==> src/sba_pkg.sv <==
// shared constants and types of the secondary bus arbiter
package sba_pkg;
   // masters on the secondary bus
   localparam int unsigned NUM_REQ       = 6;
   localparam int unsigned NUM_MST       = 7;
   localparam logic [2:0]  BRIDGE_IDX    = 3'h6;
   // configuration byte offsets
   localparam logic [7:0]  OFS_ARB_CTRL  = 8'hdc;
   localparam logic [7:0]  OFS_REQ_MASK  = 8'hdd;
   localparam logic [7:0]  OFS_TMO_FLAG  = 8'hde;
   // reset values
   localparam logic [7:0]  RST_ARB_CTRL  = 8'h40;
   localparam logic [7:0]  RST_REQ_MASK  = 8'h00;
   localparam logic [5:0]  RST_TMO_FLAG  = 6'h00;
   // arbiter control fields
   localparam int unsigned BIT_PARK      = 7;
   localparam int unsigned BIT_BRG_TIER  = 6;
   localparam int unsigned BIT_TIER0     = 0;
   // request mask fields
   localparam int unsigned BIT_TMO_EN    = 7;
   localparam int unsigned BIT_AUTO_MASK = 6;
   localparam int unsigned BIT_REQ0_IGN  = 0;
   // grant time-out, in pci clocks
   localparam int unsigned TMO_CLKS      = 16;
   localparam int unsigned TMO_CNT_W     = 5;

   typedef enum logic [1:0] {ARB_IDLE, ARB_WAIT, ARB_OWNED} sba_arb_e;

   // configuration access from the bridge's config space decoder
   typedef struct packed {
      logic       wr;
      logic       rd;
      logic [7:0] addr;
      logic [7:0] wdata;
   } sba_cfg_s;

   typedef struct packed {
      sba_arb_e           state;
      logic [7:0]         arb_ctrl;
      logic [7:0]         req_mask;
      logic [NUM_REQ-1:0] tmo_flags;
      logic [2:0]         owner;
      logic [2:0]         last;
      logic [2:0]         rr_hi;
      logic [2:0]         rr_lo;
      logic [NUM_REQ-1:0] gnt_n;
      logic               brg_gnt;
      logic [7:0]         rdata;
   } sba_state_s;

   typedef struct packed {
      logic [TMO_CNT_W-1:0] cnt;
   } sba_tmr_s;
endpackage

==> src/sba_arbiter.sv <==
// secondary bus arbiter with grant time-out and request masking
`timescale 1ns/1ps
`default_nettype none
module sba_arbiter (
   // clock and resets
   input  wire logic              CLOCK_IN,
   input  wire logic              RST_N_IN,
   input  wire logic              GLOBAL_RST_N_IN,
   // configuration access
   input  wire sba_pkg::sba_cfg_s CFG_IN,
   output logic [7:0]             CFG_RDATA_OUT,
   // secondary bus requests and bus state
   input  wire logic [5:0]        REQ_N_IN,
   input  wire logic              BRIDGE_REQ_IN,
   input  wire logic              FRAME_N_IN,
   input  wire logic              IRDY_N_IN,
   // grants
   output logic [5:0]             GNT_N_OUT,
   output logic                   BRIDGE_GNT_OUT
);
   import sba_pkg::*;

   sba_state_s         st;
   sba_state_s         nx;
   logic               fundamental_reset_n;
   logic               bus_idle;
   logic               tmo_en;
   logic               auto_en;
   logic               req0_ign;
   logic [NUM_MST-1:0] req_vec;
   logic [NUM_MST-1:0] masked;
   logic [NUM_MST-1:0] elig;
   logic [NUM_MST-1:0] high;
   logic [NUM_MST-1:0] grant;
   logic [3:0]         pick_hi;
   logic [3:0]         pick_lo;
   logic [2:0]         park_idx;
   logic               expire;
   logic               tmo_fire;
   logic               wait_cond;

   // next master after ptr in rotation order; msb says one was found
   function automatic logic [3:0] rr_pick(input logic [NUM_MST-1:0] vec,
                                          input logic [2:0]         ptr);
      logic [3:0] res;
      logic [2:0] idx;
      res = 4'h0;
      for (int i = NUM_MST; i >= 1; i--) begin
         idx = 3'((int'(ptr) + i) % NUM_MST);
         if (vec[idx]) begin
            res = {1'b1, idx};
         end
      end
      return res;
   endfunction

   // either reset input loads every field's reset value; a glitch on either also resets
   assign fundamental_reset_n = RST_N_IN & GLOBAL_RST_N_IN;

   // pci pins are synchronous to the pci clock, so no synchroniser
   assign bus_idle = FRAME_N_IN & IRDY_N_IN;
   assign tmo_en   = st.req_mask[BIT_TMO_EN];
   assign auto_en  = st.req_mask[BIT_AUTO_MASK];
   assign req0_ign = st.req_mask[BIT_REQ0_IGN];
   assign req_vec  = {BRIDGE_REQ_IN, ~REQ_N_IN};

   // masking: timed-out requests while auto masking, and request zero while ignored
   assign masked = {1'b0, st.tmo_flags & {NUM_REQ{auto_en}}}
                 | {6'h00, req0_ign};
   assign elig   = req_vec & ~masked;
   assign high   = {st.arb_ctrl[BIT_BRG_TIER], 5'h00, st.arb_ctrl[BIT_TIER0]};
   assign pick_hi = rr_pick(elig & high, st.rr_hi);
   assign pick_lo = rr_pick(elig & ~high, st.rr_lo);

   // never park on a masked master; the bridge is always safe
   assign park_idx = (st.arb_ctrl[BIT_PARK] || masked[st.last]) ? BRIDGE_IDX
                   : st.last;

   // idle cycles after the grant, with frame still high
   assign wait_cond = (st.state == ARB_WAIT) && bus_idle;
   assign tmo_fire  = wait_cond && expire && (st.owner != BRIDGE_IDX);

   sba_grant_timer #(
      .LIMIT      (TMO_CLKS)
   ) sba_grant_timer_inst (
      .clk_in     (CLOCK_IN),
      .rst_n_in   (fundamental_reset_n),
      .count_in   (wait_cond),
      .enable_in  (tmo_en),
      .expire_out (expire)
   );

   // register access, then arbitration; a flag set beats a read clear
   always_comb begin
      nx    = st;
      grant = '0;
      if (CFG_IN.wr && CFG_IN.addr == OFS_ARB_CTRL) begin
         nx.arb_ctrl = CFG_IN.wdata;
      end
      if (CFG_IN.wr && CFG_IN.addr == OFS_REQ_MASK) begin
         nx.req_mask = CFG_IN.wdata; // reserved bits stored as written
      end
      if (CFG_IN.rd) begin
         case (CFG_IN.addr)
            OFS_ARB_CTRL: nx.rdata = st.arb_ctrl;
            OFS_REQ_MASK: nx.rdata = st.req_mask;
            OFS_TMO_FLAG: begin
               nx.rdata     = {2'b00, st.tmo_flags};
               nx.tmo_flags = '0;
            end
            default:      nx.rdata = 8'h00;
         endcase
      end
      case (st.state)
         ARB_IDLE: begin
            if (!bus_idle) begin
               // the parked master started a transaction on its own
               nx.state = ARB_OWNED;
               nx.owner = park_idx;
               nx.last  = park_idx;
               grant    = 7'h01 << park_idx;
            end else if (pick_hi[3]) begin
               nx.state = ARB_WAIT;
               nx.owner = pick_hi[2:0];
               nx.rr_hi = pick_hi[2:0];
               grant    = 7'h01 << pick_hi[2:0];
            end else if (pick_lo[3]) begin
               nx.state = ARB_WAIT;
               nx.owner = pick_lo[2:0];
               nx.rr_lo = pick_lo[2:0];
               grant    = 7'h01 << pick_lo[2:0];
            end else begin
               grant = 7'h01 << park_idx;
            end
         end
         ARB_WAIT: begin
            if (!FRAME_N_IN) begin
               nx.state = ARB_OWNED;
               nx.last  = st.owner;
               grant    = 7'h01 << st.owner;
            end else if (tmo_fire) begin
               nx.state = ARB_IDLE;
               nx.tmo_flags[st.owner] = 1'b1;
            end else if (!elig[st.owner]) begin
               nx.state = ARB_IDLE;
            end else begin
               grant = 7'h01 << st.owner;
            end
         end
         ARB_OWNED: begin
            // grant held through the transaction; rearbitrate once idle
            if (bus_idle) begin
               nx.state = ARB_IDLE;
            end else begin
               grant = 7'h01 << st.owner;
            end
         end
         default: begin
            nx.state = ARB_IDLE;
         end
      endcase
      nx.gnt_n   = ~grant[NUM_REQ-1:0];
      nx.brg_gnt = grant[BRIDGE_IDX];
   end

   // all fields take their documented defaults on fundamental reset
   always_ff @(posedge CLOCK_IN or negedge fundamental_reset_n) begin
      if (!fundamental_reset_n) begin
         st <= '{state: ARB_IDLE, arb_ctrl: RST_ARB_CTRL,
                 req_mask: RST_REQ_MASK, tmo_flags: RST_TMO_FLAG,
                 owner: BRIDGE_IDX, last: BRIDGE_IDX, rr_hi: BRIDGE_IDX,
                 rr_lo: BRIDGE_IDX, gnt_n: '1, brg_gnt: 1'b0, rdata: 8'h00};
      end else begin
         st <= nx;
      end
   end

   assign CFG_RDATA_OUT  = st.rdata;
   assign GNT_N_OUT      = st.gnt_n;
   assign BRIDGE_GNT_OUT = st.brg_gnt;
endmodule
`default_nettype wire

==> src/sba_grant_timer.sv <==
// idle-bus counter that times a granted master's frame start
`timescale 1ns/1ps
`default_nettype none
module sba_grant_timer #(
   parameter int unsigned LIMIT = sba_pkg::TMO_CLKS
) (
   // clock and reset
   input  wire logic clk_in,
   input  wire logic rst_n_in,
   // control
   input  wire logic count_in,
   input  wire logic enable_in,
   // result
   output logic      expire_out
);
   import sba_pkg::*;

   localparam logic [TMO_CNT_W-1:0] LAST = TMO_CNT_W'(LIMIT - 1);

   sba_tmr_s st;
   sba_tmr_s nx;

   // count idle cycles; saturate so a disabled time-out never wraps
   always_comb begin
      nx = st;
      if (!count_in) begin
         nx.cnt = '0;
      end else if (st.cnt != LAST) begin
         nx.cnt = st.cnt + 1'b1;
      end
   end

   // expiry on the last idle cycle of the window
   assign expire_out = enable_in & count_in & (st.cnt == LAST);

   always_ff @(posedge clk_in or negedge rst_n_in) begin
      if (!rst_n_in) begin
         st <= '{cnt: '0};
      end else begin
         st <= nx;
      end
   end
endmodule
`default_nettype wire

==> config.mk <==
export PLATFORM = sky130hd
export DESIGN_NAME = sba_arbiter
export DESIGN_NICKNAME = d
export VERILOG_FILES = /design/src/sba_pkg.sv /design/src/sba_arbiter.sv /design/src/sba_grant_timer.sv
export SDC_FILE = /design/constraint.sdc
export NUM_CORES = 1
export LEC_CHECK = 0
export BUFFER_PORTS_ARGS = -buffer_cell sky130_fd_sc_hd__buf_2
export CORE_ASPECT_RATIO = 1.4
export CORE_MARGIN = 8
export CORE_UTILIZATION = 35
export DETAILED_ROUTE_END_ITERATION = 8
export MAX_ROUTING_LAYER = met4
export PLACE_DENSITY = 0.61
export REMOVE_ABC_BUFFERS = 1
export SLEW_MARGIN = 40
export SYNTH_ARGS = -nofsm -noshare
export SYNTH_HDL_FRONTEND = slang
export SYNTH_SLANG_ARGS = --single-unit
==> constraint.sdc <==
create_clock -name CLOCK_IN -period 6.5 [get_ports CLOCK_IN]
set_input_delay 0 -clock CLOCK_IN [delete_from_list [all_inputs] [get_ports CLOCK_IN]]
set_output_delay 0 -clock CLOCK_IN [all_outputs]
set_load 0.02 [all_outputs]
### Word-level counts from Yosys, hierarchy flattened

Cells that the tools add are included.

* output and inout bits: 15
* word-level logic and storage cells: 185
* bits in registers: 56
* bits of input ports: 30

* muxes and demuxes: 79
* order comparisons: 17
* reduce and logical (&&, ||, !) cells: 14
* equal/unequal tests: 15
* div/mod/pow operators: 14
* bitwise logic cells: 15
* $add $sub $neg: 15
* shift-type cells: 4

Operators by type and width (number)
* $mod 32x3->32 const B: 14
* $lt 3x4->1 const B: 16
* $mux 4: 14
* $mux 7: 7
* $bmux 1 s3: 16
* $add 3x3->4 const B: 8
* $mux 6: 5
* $shl 1x3->7 const A: 4
* $eq 8x8->1 const B: 3
* $pmux 8 s3: 1
* $and 7x7->7: 3
* $pmux 7 s3: 1
* $mux 3: 6
* $mux 1: 17
* $add 3x2->4 const B: 4
* $mux 2: 7
* $not 6->6: 2
* $mux 5: 2
* $reduce_and 3->1: 3
* $add 3x1->4 const B: 2
* $ne 2x2->1 const B: 4
* $ne 4x4->1 const B: 2
* $not 6->7: 1
* $not 7->7: 1
* 22 further kinds: 30

### Longest topological paths before layout

Gate-level depths: netlist (run 1).

* depth after elaboration: 20
* gate-level depth with buffers: 23
* mapped depth without buffers: 21

### Cells and area by module

From an unflattened synthesis (run 1), not the netlist that was laid out.

* cell total of the unflattened synthesis: 824
* area total of the unflattened synthesis: 6827.8 um2

By module, submodules not included
* sba_arbiter: times used 1, seq. area each 1295.0 um2, cells an instance 801, area each 6568.8 um2
* sba_grant_timer: times used 1, seq. area each 125.1 um2, cells an instance 23, area each 259.0 um2

### Worst setup path before layout (run 1)

No wires, ideal clock.

* path type: flip-flop to flip-flop
* start point: register st[15] (netlist bit)
* end point: register st, in the netlist GNT_N_OUT[4]
* data required time: 6417 ps
* path buffers: 5
* setup slack: 1082 ps
* arrival time: 5334 ps
* clock period less this slack: 5418 ps
* cell stages (with the launch flop): 23
* cell sequence: dfrtp_1 buf_4 clkbuf_1 buf_1 inv_1 ha_1 buf_2 inv_1 ha_1 ha_1 clkbuf_1 a31oi_1 xnor2_1 ha_1 a211oi_1 a41o_1 mux2i_1 mux2_1 mux2_4 nor2b_1 a221oi_1 a211oi_4 o311a_1

RTL lines
* from (decl): RTL line sba_arbiter.sv:23 `sba_state_s st;`
* from (signal assigned): RTL line sba_arbiter.sv:169 `st <= '{state: ARB_IDLE, arb_ctrl: RST_ARB_CTRL,`
* from (signal assigned): RTL line sba_arbiter.sv:174 `st <= nx;`

==> results of run 1 <==
-- flip-flops by register name, summed over array words and instances (netlist names) --
register,flops
BRIDGE_GNT_OUT,1
req0_ign,1
GNT_N_OUT,6
sba_grant_timer_inst.st,5
st,32
auto_en,1
CFG_RDATA_OUT,8
high,2
-- placed cells by master, fill, tap and decap left out, types with 10 or more instances in the layout --
master          n
o21ai_0        31
nand3_1        25
buf_2          44
a31oi_1        18
inv_1          31
nor2b_1        15
nand2b_1       17
a22oi_1        10
nor3_1         20
ha_1           49
dfstp_2        15
dfrtp_1        41
and3_1         13
mux2i_1        15
buf_4          10
a21o_1         14
o31ai_1        12
xnor2_1        19
a211oi_1       12
nor2_1         63
mux2_2         29
and2_1         10
dlygate4sd3_1  10
nand2_1        53
a21oi_1        57
-- final timing paths --
path                            startpoint          endpoint
hold / removal                   IRDY_N_IN            st[50]
max in group asynchronous  GLOBAL_RST_N_IN            st[18]
setup reg to reg                    st[15]      GNT_N_OUT[4]
min in group asynchronous         RST_N_IN  CFG_RDATA_OUT[7]
hold reg to reg                     st[46]            st[46]
setup / recovery                    st[15]      GNT_N_OUT[4]
-- kinds of logic (layout without fill, tap and decap cells) --
| logic type | count (synthesis) | count (layout) | share of synthesized area |
|---|---|---|---|
| DFF | 56 | 56 | 0.212 |
| xor gates and xnor gates | 28 | 28 | 0.0445 |
| buffers and inverters | 91 | 107 | 0.0645 |
| and+or+nand+nor | 267 | 267 | 0.209 |
| AOI/OAI and AO/OA | 259 | 259 | 0.288 |
| adders and majority gates | 49 | 49 | 0.0916 |
| muxes | 51 | 51 | 0.0908 |
-- metal layers --
metal	vias up	global-route usage	share of wire	wire, um
met5	-	-	0	0
met4	0	0.0747	0.035	681
met3	45	0.0117	0.029	555
met2	153	0.284	0.51	9770
met1	2950	0.189	0.43	8230
li1	3021	-	-	-
-- report_power, final --
part           total (mW)  switching [mW]  internal (mW)
combinational        3.26            1.99           1.27
sequential          0.532           0.103          0.429
clock               0.273           0.129          0.144
total                4.06            2.23           1.84
-- final cells by class --
| cell class | instances | area (um2) | share of cell area |
|---|---|---|---|
| inverters | 35 | 134 | 0.0184 |
| multi-input cells | 654 | 4860 | 0.669 |
| repair buffers | 64 | 395 | 0.0544 |
| clock buffers | 6 | 129 | 0.0177 |
| flip-flops and latches | 56 | 1420 | 0.196 |
| clock inverters | 2 | 16.3 | 0.00224 |
| well taps | 248 | 310 | 0.0427 |
-- worst min-delay path, stage by stage --
cell and delay (ns):
buf_2 0.11, o21a_1 0.15, a21oi_1 0.05
==> impl_metrics.json, run 1 <==
{
  "antenna_found_initial": 0,
  "io-pin-count": 45,
  "yosysSeqAreaShare": 0.212,
  "cpLargestDelayFamily": "compound AO/OA/AOI/OAI gates",
  "crit_chain": "buf_4, ha_1, xor2_4, inv_1, ha_1, ha_1, a31oi_1, o22ai_1, nor3_2, inv_1, ha_1, a2111oi_2, or2_0, nor2_1, a21o_1, a21o_2, a311oi_2, a2111oi_2, o31ai_4, nand3_1, o311a_1",
  "grt_pass1_wl_mm": 31.9,
  "fin_ws_ns": 1.07,
  "synthFlopType": "dfrtp_1",
  "preCtsSetupSlack_ns": 1.10,
  "grt_usage": 0.164,
  "portBuffers": 44,
  "maxCapViolations": 0,
  "required_ns": 6.73,
  "syn-cell-area_um2": 6690,
  "cp_max_fo": 19,
  "cts_sinks": 56,
  "design_area_um2": 7260,
  "rows": 60,
  "drt_pass1_iterations": 5,
  "yosys-top-cells-area": "dfrtp_1 15%, ha_1 9.2%, dfstp_2 5.9%",
  "wl_per_cell_um": 18.1,
  "whs_path_depth": 3,
  "critical-path-max-stage-delay_ns": 0.40,
  "cts_resized": 0,
  "dp_cells": 1047,
  "antenna_cells": 0,
  "power.density_nw_per_um2": 560,
  "fin_util": 0.382,
  "post_cts_buffers": 0,
  "drive_gt1_frac": 0.196,
  "drv_slew": 0,
  "dp_hpwl_mm": 14.7,
  "setup_violations": 0,
  "hold_buffers": 10,
  "cp_num_buf_inv": 3,
  "yosysWarnings": 0,
  "cp.depth": 21,
  "dpl_cell_area_um2": 7020,
  "clkTransAtPathRegs_ns": 0.07,
  "gp_congestion": 0.941,
  "cts-root-buf": "clkbuf_16",
  "ir_drop_mv": 0.243,
  "cts_inserted_buffers": 5,
  "rsz0062_at_grt": "no",
  "fin_hold_ws_ns": 0.0473,
  "period_share": 0.836,
  "synth-seq-cells": 56,
  "finalCriticalPeriod_ns": 5.43,
  "area_growth_pct": 8.50,
  "yosysMostFrequentCell": "nor2_1",
  "r2r_setup_slack_ns": 1.07,
  "synth_edf_count": 0,
  "cp-start-kind": "flip-flop",
  "hold_class": "in2reg",
  "finalClockSkew_ns": 0.00695,
  "slew_headroom": 0.443,
  "status": "complete, no violations",
  "fillers": 1979,
  "arrival_ns": 5.67,
  "first_global_vias": 6248,
  "p_leak_nw": 3.04,
  "vias": 6169,
  "tightest_slew_ns": 0.835,
  "die_area_um2": 23900,
  "start_util": 0.352,
  "cts_max_level": 2,
  "overflow": 0,
  "syn-mean-instance-area_um2": 8.36,
  "async_flop_share": 1.00,
  "ys_types": 105,
  "setup_tns_ns": 0,
  "synthesis.instances": 801,
  "endpoint_kind": "flip-flop",
  "drt_wl_total_mm": 19.2,
  "nets": 895,
  "fmax_mhz": 184,
  "die_h_um": 180,
  "tritoncts": "done",
  "ant_nets": 0,
  "crit_type": "reg2reg",
  "yosysTopAreaCell": "dfrtp_1",
  "synth.top_cell.area_share": 0.153,
  "crit_top_cell": "ha_1",
  "r2r_cells": 21,
  "die_x_um": 133,
  "fp.coreArea_um2": 19000,
  "vias_per_cell": 5.79,
  "drc_errors": 0,
  "yosys-top-cells-count": "63 x nor2_1, 57 x a21oi_1, 53 x nand2_1",
  "clockBufferDepth": 2,
  "power_mw": 4.06,
  "grt_max_degree": 57,
  "slowest_stage": "or2_0",
  "fin_cells": 1065,
  "hold_viol": 0,
  "clk_latency_ns": 0.30,
  "drt-initial-drc-count": 447
}
Power figures use the tool's default switching activity.
==> run 2: changes to the inputs <==
PLACE_DENSITY = 0.63   (was 0.61)
clock period = 4.8 ns   (was 6.5 ns; I/O delays follow)
==> run 2 against run 1 <==
Combinational power grew 59%. Global-route usage shrank 0.48 points. Critical path type unchanged. Sequential share of layout area shrank 1.2 points. Final area grew 6.5%. Maximum frequency grew 17%. Hold slack gained 0.013 ns. Total power grew 56%. Via count grew 3.8%.
==> impl_metrics.json, run 2 (synthesis gave the netlist of run 1 again) <==
{
  "status": "complete, no violations",
  "cts_inserted_buffers": 5,
  "wl_met3_um": 599,
  "clk_latency_ns": 0.30,
  "wl_per_cell_um": 17.4,
  "setup_violations": 0,
  "cts-root-buf": "clkbuf_16",
  "setup_tns_ns": 0,
  "regMostFlops": "st",
  "fp.coreArea_um2": 19000,
  "crit_type": "reg2reg",
  "finalClockSkew_ns": 0.00471,
  "grt_usage": 0.159,
  "overflow": 0,
  "drt-initial-drc-count": 427,
  "tightest_slew_ns": 0.746,
  "required_ns": 5.03,
  "dp_hpwl_mm": 14.7,
  "die_h_um": 180,
  "mostFrequentLayoutCell": "nor2_1",
  "drt_pass1_iterations": 5,
  "ant_nets": 0,
  "vias": 6401,
  "vias_per_cell": 5.81,
  "die_area_um2": 23900,
  "highest_layer": "met4",
  "cp-start-kind": "flip-flop",
  "tritoncts": "done",
  "drt_wl_total_mm": 19.1,
  "largest_reg_flops": 32,
  "die_x_um": 133,
  "portBuffers": 44,
  "dp_cells": 1073,
  "maxCapViolations": 0,
  "fin_cells": 1102,
  "period_share": 0.971,
  "grt_max_degree": 57,
  "cts_sinks": 56,
  "ir_drop_mv": 0.408,
  "drc_errors": 0,
  "power.density_nw_per_um2": 819,
  "fmax_mhz": 214,
  "arrival_ns": 4.89,
  "drive_gt1_frac": 0.262,
  "antenna_cells": 0,
  "io-pin-count": 45,
  "start_util": 0.352,
  "cp_max_fo": 8,
  "final_cell_mix": "63 x nor2_1, 55 x a21oi_1, 53 x nand2_1, 47 x buf_4, 44 x buf_2",
  "met2WireLength_mm": 9.73,
  "endpoint_kind": "flip-flop",
  "drv_slew": 0,
  "crit_chain": "inv_1, buf_4, ha_1, a21o_2, ha_1, a31oi_2, xnor2_2, ha_2, a211oi_2, a41o_1, mux2i_4, mux2_1, mux2_4, o31ai_1, a221oi_2, a211oi_4, buf_4, nand4_1, and3_1",
  "cts_max_level": 2,
  "r2r_setup_slack_ns": 0.14,
  "clkTransAtPathRegs_ns": 0.07,
  "p_leak_nw": 3.25,
  "gp_congestion": 0.936,
  "area_growth_pct": 15.5,
  "antenna_found_initial": 0,
  "rows": 60,
  "first_global_vias": 6187,
  "slowest_stage": "dfstp_2",
  "nets": 932,
  "finalCriticalPeriod_ns": 4.66,
  "hold_viol": 0,
  "grt_pass1_wl_mm": 31.1,
  "hold_class": "in2reg",
  "clockBufferDepth": 2,
  "critical-path-max-stage-delay_ns": 0.61,
  "slew_headroom": 0.501,
  "cp_num_buf_inv": 3,
  "wl_met1_mm": 7.76,
  "cpLargestDelayFamily": "compound AO/OA/AOI/OAI gates"
}
## run 2: worst paths after layout
check,from,end,cells past startpoint
max,st[16],GNT_N_OUT[5],19
min in group asynchronous,RST_N_IN,sba_grant_timer_inst.st[4],4
max reg2reg,st[16],GNT_N_OUT[5],19
min reg2reg,st[46],st[46],1
min,FRAME_N_IN,st[32],3
max in group asynchronous,GLOBAL_RST_N_IN,st[18],5
## run 2: worst min-delay path, delay by kind of cell
family | cells | cell delay [ns]
buffers and inverters | 1 | 0.15
AND/OR/NAND/NOR | 1 | 0.09
AO/OA/AOI/OAI | 1 | 0.07
## run 2: area by class of cell
| type | count | area (um2) |
|---|---|---|
| Tap cell | 248 | 310 |
| Multi-Input combinational cell | 654 | 5030 |
| Fill cell | 1913 | 11300 |
| Clock inverter | 2 | 38.8 |
| Sequential cell | 56 | 1420 |
| Timing Repair Buffer | 101 | 673 |
| Inverter | 35 | 134 |
| Clock buffer | 6 | 129 |
## run 2: routing by layer
| metal | up-vias | global-route usage |
|---|---|---|
| li1 | 3100 | - |
| met1 | 3060 | 0.181 |
| met2 | 175 | 0.270 |
| met3 | 66 | 0.0117 |
| met4 | 0 | 0.0921 |
| met5 | - | - |
## run 2: repair_timing
item,CTS,global route
resized for setup,1,32
pin swaps,0,11
hold buffers,10,0
endpoints found under the hold margin,57,0
buffers inserted,0,11
endpoints found under the setup margin,4,14
gates cloned,0,0
## run 2: stage by stage
stage               hold slack [ns]  cell area [um2]  setup WS [ns]  power, mW  utilization
floorplan                    0.0847             6400         -0.620       4.06            -
global placement              0.251             7200          0.126       5.18        0.379
detailed placement            0.253             7210         0.0162       5.20        0.380
CTS                          0.0586             7480         0.0504       5.66        0.394
global route                 0.0908             7730        -0.0742       6.78        0.407
finish                       0.0601             7730          0.137       6.33        0.407
## run 2: power by group
part	switching, mW	total (mW)	leakage (nW)	internal (mW)
logic	2.93	5.19	2.46	2.26
registers	0.137	0.718	0.706	0.581
clock network	0.172	0.420	0.0815	0.249
total	3.24	6.33	3.25	3.09
